$ cat config.mk
export PLATFORM = sky130hd
export DESIGN_NAME = rtc_drift_calibration
export DESIGN_NICKNAME = d
export VERILOG_FILES = /design/src/verilog/rtc_cal_pkg.sv /design/src/verilog/rtc_drift_calibration.sv /design/src/verilog/rtc_cal_gap.sv
export SDC_FILE = /design/constraint.sdc
export NUM_CORES = 1
export LEC_CHECK = 0
export CAP_MARGIN = 20
export CORE_MARGIN = 2
export CORE_UTILIZATION = 58
export DETAILED_ROUTE_END_ITERATION = 12
export DONT_BUFFER_PORTS = 1
export GPL_ROUTABILITY_DRIVEN = 0
export PLACE_DENSITY = 0.74
export SLEW_MARGIN = 30
export SYNTH_ARGS = -nofsm -noshare
export SYNTH_HDL_FRONTEND = slang
export SYNTH_SLANG_ARGS = --single-unit
$ cat constraint.sdc
create_clock -name sys_clk -period 4.25 [get_ports sys_clk]
set_clock_uncertainty 0.1 [all_clocks]
set_input_delay 0.425 -clock sys_clk [delete_from_list [all_inputs] [get_ports sys_clk]]
set_output_delay 0.425 -clock sys_clk [all_outputs]
set_load 0.02 [all_outputs]
$ cat src/verilog/rtc_cal_pkg.sv
// package: constants and types for the one-second drift calibration
package rtc_cal_pkg;
    localparam int          CORR_W          = 7;
    localparam int          DIV_W           = 16;
    localparam int          GAP_W           = 12;
    localparam logic [15:0] SLOW_HZ         = 16'h8000;  // 32768 slow clock cycles per second
    localparam logic [15:0] SLOW_LAST       = 16'h7fff;
    localparam logic [15:0] ADJ_CYCLES      = 16'h0083;  // 131 slow cycles, about 4 ms
    localparam logic [4:0]  GAP_LOW_MULT    = 5'h14;     // 20 s per step in low range
    localparam logic [4:0]  GAP_HIGH_MULT   = 5'h01;     // 20 - 19 in high range
    localparam logic [15:0] SLOW_DIV_RESET  = 16'h0000;
    localparam logic [11:0] GAP_RESET       = 12'h000;

    typedef struct packed {
        logic [CORR_W-1:0] magnitude;
        logic              negative_sign_select;
        logic              coarse_range_select;
    } cal_cfg_t;

    typedef enum logic [1:0] {
        ST_NORMAL = 2'b00,
        ST_LONG   = 2'b01,
        ST_SHORT  = 2'b10
    } sec_mode_t;
endpackage : rtc_cal_pkg

$ cat src/verilog/rtc_drift_calibration.sv
// drift calibration of the one-second tick derived from the slow clock
// Functional notes
// - slow clock untouched; only the derived one-second period is adjusted
// - correction every 1 + (20 - 19*range) * magnitude seconds
// - corrected second lengthened or shortened by about 4 ms per sign
// - positive and negative correction spanning about 1.6 to 2000 ppm
// - settings accepted while running; no stop of the time base
`timescale 1ns/100ps
module rtc_drift_calibration (
    input  wire logic                     sys_clk,
    input  wire logic                     nrst,
    input  wire logic                     slow_clk,
    input  wire rtc_cal_pkg::cal_cfg_t    cal_cfg,
    output logic                          sec_tick,
    output logic                          cal_applied
);
    logic [2:0]                    slow_sync;
    logic [rtc_cal_pkg::DIV_W-1:0] div;
    rtc_cal_pkg::cal_cfg_t         cfg;
    rtc_cal_pkg::sec_mode_t        mode;
    rtc_cal_pkg::sec_mode_t        next_mode;
    logic [rtc_cal_pkg::DIV_W-1:0] next_last;
    wire                           slow_edge;
    wire                           sec_end;
    wire                           due;

    // two flops before use; the third only forms the edge detector
    always_ff @(posedge sys_clk or negedge nrst)
    begin
        if (!nrst)
            slow_sync <= 3'h0;
        else
            slow_sync <= {slow_sync[1:0], slow_clk};
    end

    // slow clock is only sampled, never regenerated or retimed
    assign slow_edge = slow_sync[1] & ~slow_sync[2];

    // terminal count of the second in progress
    always_comb
    begin
        case (mode)
            rtc_cal_pkg::ST_LONG:   next_last = rtc_cal_pkg::SLOW_LAST
                                               + rtc_cal_pkg::ADJ_CYCLES;
            rtc_cal_pkg::ST_SHORT:  next_last = rtc_cal_pkg::SLOW_LAST
                                               - rtc_cal_pkg::ADJ_CYCLES;
            default:                next_last = rtc_cal_pkg::SLOW_LAST;
        endcase
    end

    assign sec_end = slow_edge && (div >= next_last);

    rtc_cal_gap gap_u (
        .sys_clk  (sys_clk),
        .nrst     (nrst),
        .sec_tick (sec_end),
        .cfg      (cfg),
        .due      (due)
    );

    // sign chooses direction; both signs share one scheduler
    always_comb
    begin
        if (!due)
            next_mode = rtc_cal_pkg::ST_NORMAL;
        else if (cfg.negative_sign_select)
            next_mode = rtc_cal_pkg::ST_LONG;
        else
            next_mode = rtc_cal_pkg::ST_SHORT;
    end

    always_ff @(posedge sys_clk or negedge nrst)
    begin
        if (!nrst)
            div <= rtc_cal_pkg::SLOW_DIV_RESET;
        else if (sec_end)
            div <= rtc_cal_pkg::SLOW_DIV_RESET;
        else if (slow_edge)
            div <= div + 1'b1;
    end

    // config sampled only at a second boundary, so a second never mixes settings
    always_ff @(posedge sys_clk or negedge nrst)
    begin
        if (!nrst)
        begin
            cfg  <= '0;
            mode <= rtc_cal_pkg::ST_NORMAL;
        end
        else if (sec_end)
        begin
            cfg  <= cal_cfg;
            mode <= next_mode;
        end
    end

    always_ff @(posedge sys_clk or negedge nrst)
    begin
        if (!nrst)
        begin
            sec_tick    <= 1'b0;
            cal_applied <= 1'b0;
        end
        else
        begin
            sec_tick    <= sec_end;
            cal_applied <= sec_end && (mode != rtc_cal_pkg::ST_NORMAL);
        end
    end
endmodule : rtc_drift_calibration

$ cat src/verilog/rtc_cal_gap.sv
// correction interval counter: pulses when the next second must be adjusted
`timescale 1ns/100ps
module rtc_cal_gap (
    input  wire logic                     sys_clk,
    input  wire logic                     nrst,
    input  wire logic                     sec_tick,
    input  wire rtc_cal_pkg::cal_cfg_t    cfg,
    output logic                          due
);
    logic [rtc_cal_pkg::GAP_W-1:0] gap;
    wire  [4:0]                    mult;
    wire  [rtc_cal_pkg::GAP_W-1:0] span;
    wire                           at_end;

    // interval = 1 + mult*corr seconds; counter runs 0..mult*corr
    assign mult   = cfg.coarse_range_select ? rtc_cal_pkg::GAP_HIGH_MULT
                                            : rtc_cal_pkg::GAP_LOW_MULT;
    // widen both factors first: 20 * 127 needs all twelve bits
    assign span   = rtc_cal_pkg::GAP_W'(mult)
                  * rtc_cal_pkg::GAP_W'(cfg.magnitude);
    assign at_end = (gap >= span);
    // zero magnitude never flags a correction
    assign due    = at_end && (cfg.magnitude != '0);

    always_ff @(posedge sys_clk or negedge nrst)
    begin
        if (!nrst)
            gap <= rtc_cal_pkg::GAP_RESET;
        else if (sec_tick)
            gap <= at_end ? rtc_cal_pkg::GAP_RESET : gap + 1'b1;
    end
endmodule : rtc_cal_gap

==> out/results.tsv <==
metric	value	unit
crit path DAT	4.33	ns
Seq/Total Area, Yosys	0.3335	
Mapped Cells	334	
top_reg_cell synth	dfrtp_1	
die width	79.45	um
Yosys reg bits	44	
Detailed Route Iter0 Violations	132	
CP Max Fanout	8	
DR vias	2432	
Max Cap Viol	0	
routed len/inst	15.20	um
CTS max path bufs	2	
most frequent cells in the layout	ha_1, dfrtp_1, nand2_1, nor2_1, a21oi_1	
number of inserted diodes	0	
register area	1102	um^2
worst slew pin tran	0.5381	ns
placed cell area	3392	um^2
htree depth	2	
commonest non-fill, non-tap cell in the layout	ha_1	
ys async rst share	1.000	
Final Cycle Share	0.9860	
hold path start	slow_clk	
DRT Pass-1 Iters	5	
delay-heaviest family, CP	adder cells	
CP Cell Sequence	buf_4 > nor2b_2 > ha_1 > ha_1 > ha_1 > ha_4 > nor2b_1 > o21ai_0 > nand2b_1 > a31oi_2 > nand2b_1 > xnor2_1 > ha_1 > a21oi_2 > nor2_1 > a211oi_2 > o21ai_2 > nor3b_2 > buf_4 > mux2_2	
Req. time, crit path	4.39	ns
Peak VDD IR	0.0002380	V
Die Ht	79.45	um
clk slew on worst S/H paths	0.09	ns
total gr overflow	0	
crit-path max cell delay	0.50	ns
TritonCTS buffer count	5	
library cells used by synthesis	50	
# clock sinks	44	
DPL Wire Length	4459	um
fmax	238.6	MHz
number of global-route vias before repair	2394	
number of synthesized flops with an enable pin	0	
gr usage total	0.2079	
share of layout cells above drive strength 1	0.1729	
Antenna Nets Post-Route	0	
Max-Slew Margin vs Limit	0.6413	
final wirelength	6369	um
endpoints failing setup	0	
Power, Total	0.8350	mW
Die Area	6312	um^2
Pleak	1.852	nW
critical setup path kind	reg2reg	
Setup WS post-layout	0.05958	ns
largest net degree at the start of global routing	45	
RR Startpoint	cfg[0]	
final max-slew violation count	0	
minimum clock period after layout	4.190	ns
I/O Buffers	0	
antenna violations before repair	0	
clock insertion delay at the later pin of the skew report	0.29	ns
post-DR vias/cell	5.804	
CP endpoint kind	flip-flop	
Critical-path top delay cell	dfrtp_2	
Cell Rows	27	
Layout area overhead	11.37	%
root buffer cell	clkbuf_8	
Fillers	410	
CTS tree	done	
core area	5507	um^2
syn_area_per_cell	9.886	um^2
fin nets	418	
Syn. warnings	0	
Pwr per Cell Area	227.1	nW/um^2
starting density of the core	0.5996	
Synth area leader	dfrtp_1	
area of the mapped netlist	3302	um^2
startpoint types	flip-flop	
post-route cell area	3677	um^2
Place WS	-0.04554	ns
CP bufs+invs	2	
synth top area cells	dfrtp_1, ha_1, xor2_1, nor2b_1, a21oi_1	
Syn Nets	406	
outcome	finished, final reports clean	
Critical Path Most Common Cell	ha_1	
first-pass GRT wire length	10490	um
critical path startpoint	cfg[0]	
DRC Markers	0	
Hold WC Path Type	in2reg	
footprint of the multi-input gates	2226	um^2
top-area cell type share of the netlist area	0.3335	
TNS Setup	0	ns
io pins	14	
final hold violations	0	
sequential cells by signal, summed over array words and instances (netlist names):
signal,cells
gap_u.gap,12
mode,2
cfg,9
sec_tick,1
slow_sync,3
div,16
cal_applied,1
report_power, final:
part	internal [mW]	total (mW)	leakage, nW	switching, mW
clock network	0.132	0.275	0.0434	0.144
registers	0.439	0.464	0.569	0.0249
logic	0.0412	0.0957	1.24	0.0545
total	0.612	0.835	1.85	0.223
kinds of logic (layout without fill, tap and decap cells):
logic type                 after synthesis  in the layout  share of synthesized area
buffers and inverters                   19             32                    0.03183
other                                    1              1                   0.001136
AOI/OAI and AO/OA                       63             63                     0.1190
muxes                                   10             10                    0.03638
adders and majority gates               60             60                     0.2319
DFF                                     44             44                     0.3335
and+or+nand+nor                        119            119                     0.1986
xor gates and xnor gates                18             18                    0.04774
final timing paths:
path                            cells past startpoint            to  slack (ns)
min in group asynchronous                           2        div[7]        0.54
worst min register to register                      0  slow_sync[1]        0.26
worst max-delay path                               20  gap_u.gap[0]        0.06
worst max register to register                     20  gap_u.gap[0]        0.06
max in group asynchronous                           2        cfg[0]        3.28
worst min-delay path                                0  slow_sync[0]        0.06
Yosys cell counts, types with 2 or more instances:
| cell | count |
|---|---|
| and3_1 | 10 |
| a21oi_1 | 18 |
| and2_1 | 8 |
| nand2_1 | 24 |
| buf_2 | 3 |
| or2_2 | 2 |
| nand2b_1 | 6 |
| nand3_1 | 9 |
| dfrtp_1 | 44 |
| a21o_1 | 4 |
| xor2_1 | 12 |
| a22o_1 | 10 |
| inv_1 | 11 |
| a211oi_1 | 2 |
| mux2_2 | 8 |
| fa_1 | 2 |
| nor2b_1 | 16 |
| xnor2_1 | 6 |
| mux2_4 | 2 |
| o21ai_0 | 11 |
| nand4_1 | 3 |
| ha_1 | 58 |
| nor2_1 | 22 |
| nor3_1 | 6 |
| o21ai_1 | 12 |
layer usage:
metal / GRT usage / part of all wire / vias to the layer above
met5: 0 / 0 / -
met4: 0.04138 / 0.016 / 0
met3: 0.04299 / 0.033 / 14
met2: 0.3647 / 0.49 / 43
met1: 0.2654 / 0.46 / 1161
li1: - / - / 1214
cell type report:
cell class                 count  share of cell area
multi-input combinational    271              0.6053
sequential                    44              0.2998
timing repair buffer          12             0.02960
tap                           72             0.02450
clock buffer                   6             0.02246
inverter                      12             0.01429
clock inverter                 2            0.004083
metrics by stage:
| step | cells | hold slack (ns) | utilization |
|---|---|---|---|
| after global placement | 406 | 0.03040 | 0.6160 |
| final | 419 | 0.05556 | 0.6678 |
| after global routing | 419 | 0.03850 | 0.6678 |
| after CTS | 416 | 0.04727 | 0.6412 |
| after detailed placement | 406 | 0.03052 | 0.6160 |
| after floorplan | 334 | 0.02941 | - |
what timing repair did:
| action | 4_1_cts | 5_1_grt |
|---|---|---|
| endpoints found under the hold margin | 44 | 0 |
| setup endpoints to repair | 12 | 14 |
| resized for setup | 5 | 19 |
| hold buffers | 2 | 0 |
| setup buffers | 0 | 3 |
| pin swaps | 0 | 5 |
| gates cloned | 0 | 0 |
worst reg2reg max path, cell delays in order (launching register included):
cell and delay [ns]:
dfrtp_2 0.50, buf_4 0.18, nor2b_2 0.12, ha_1 0.18, ha_1 0.23, ha_1 0.33
ha_4 0.28, nor2b_1 0.13, o21ai_0 0.24, nand2b_1 0.14, a31oi_2 0.17, nand2b_1 0.09
xnor2_1 0.13, ha_1 0.31, a21oi_2 0.15, nor2_1 0.06, a211oi_2 0.16, o21ai_2 0.10
nor3b_2 0.21, buf_4 0.17, mux2_2 0.15
Note: power is estimated with default switching activity, not from simulation.
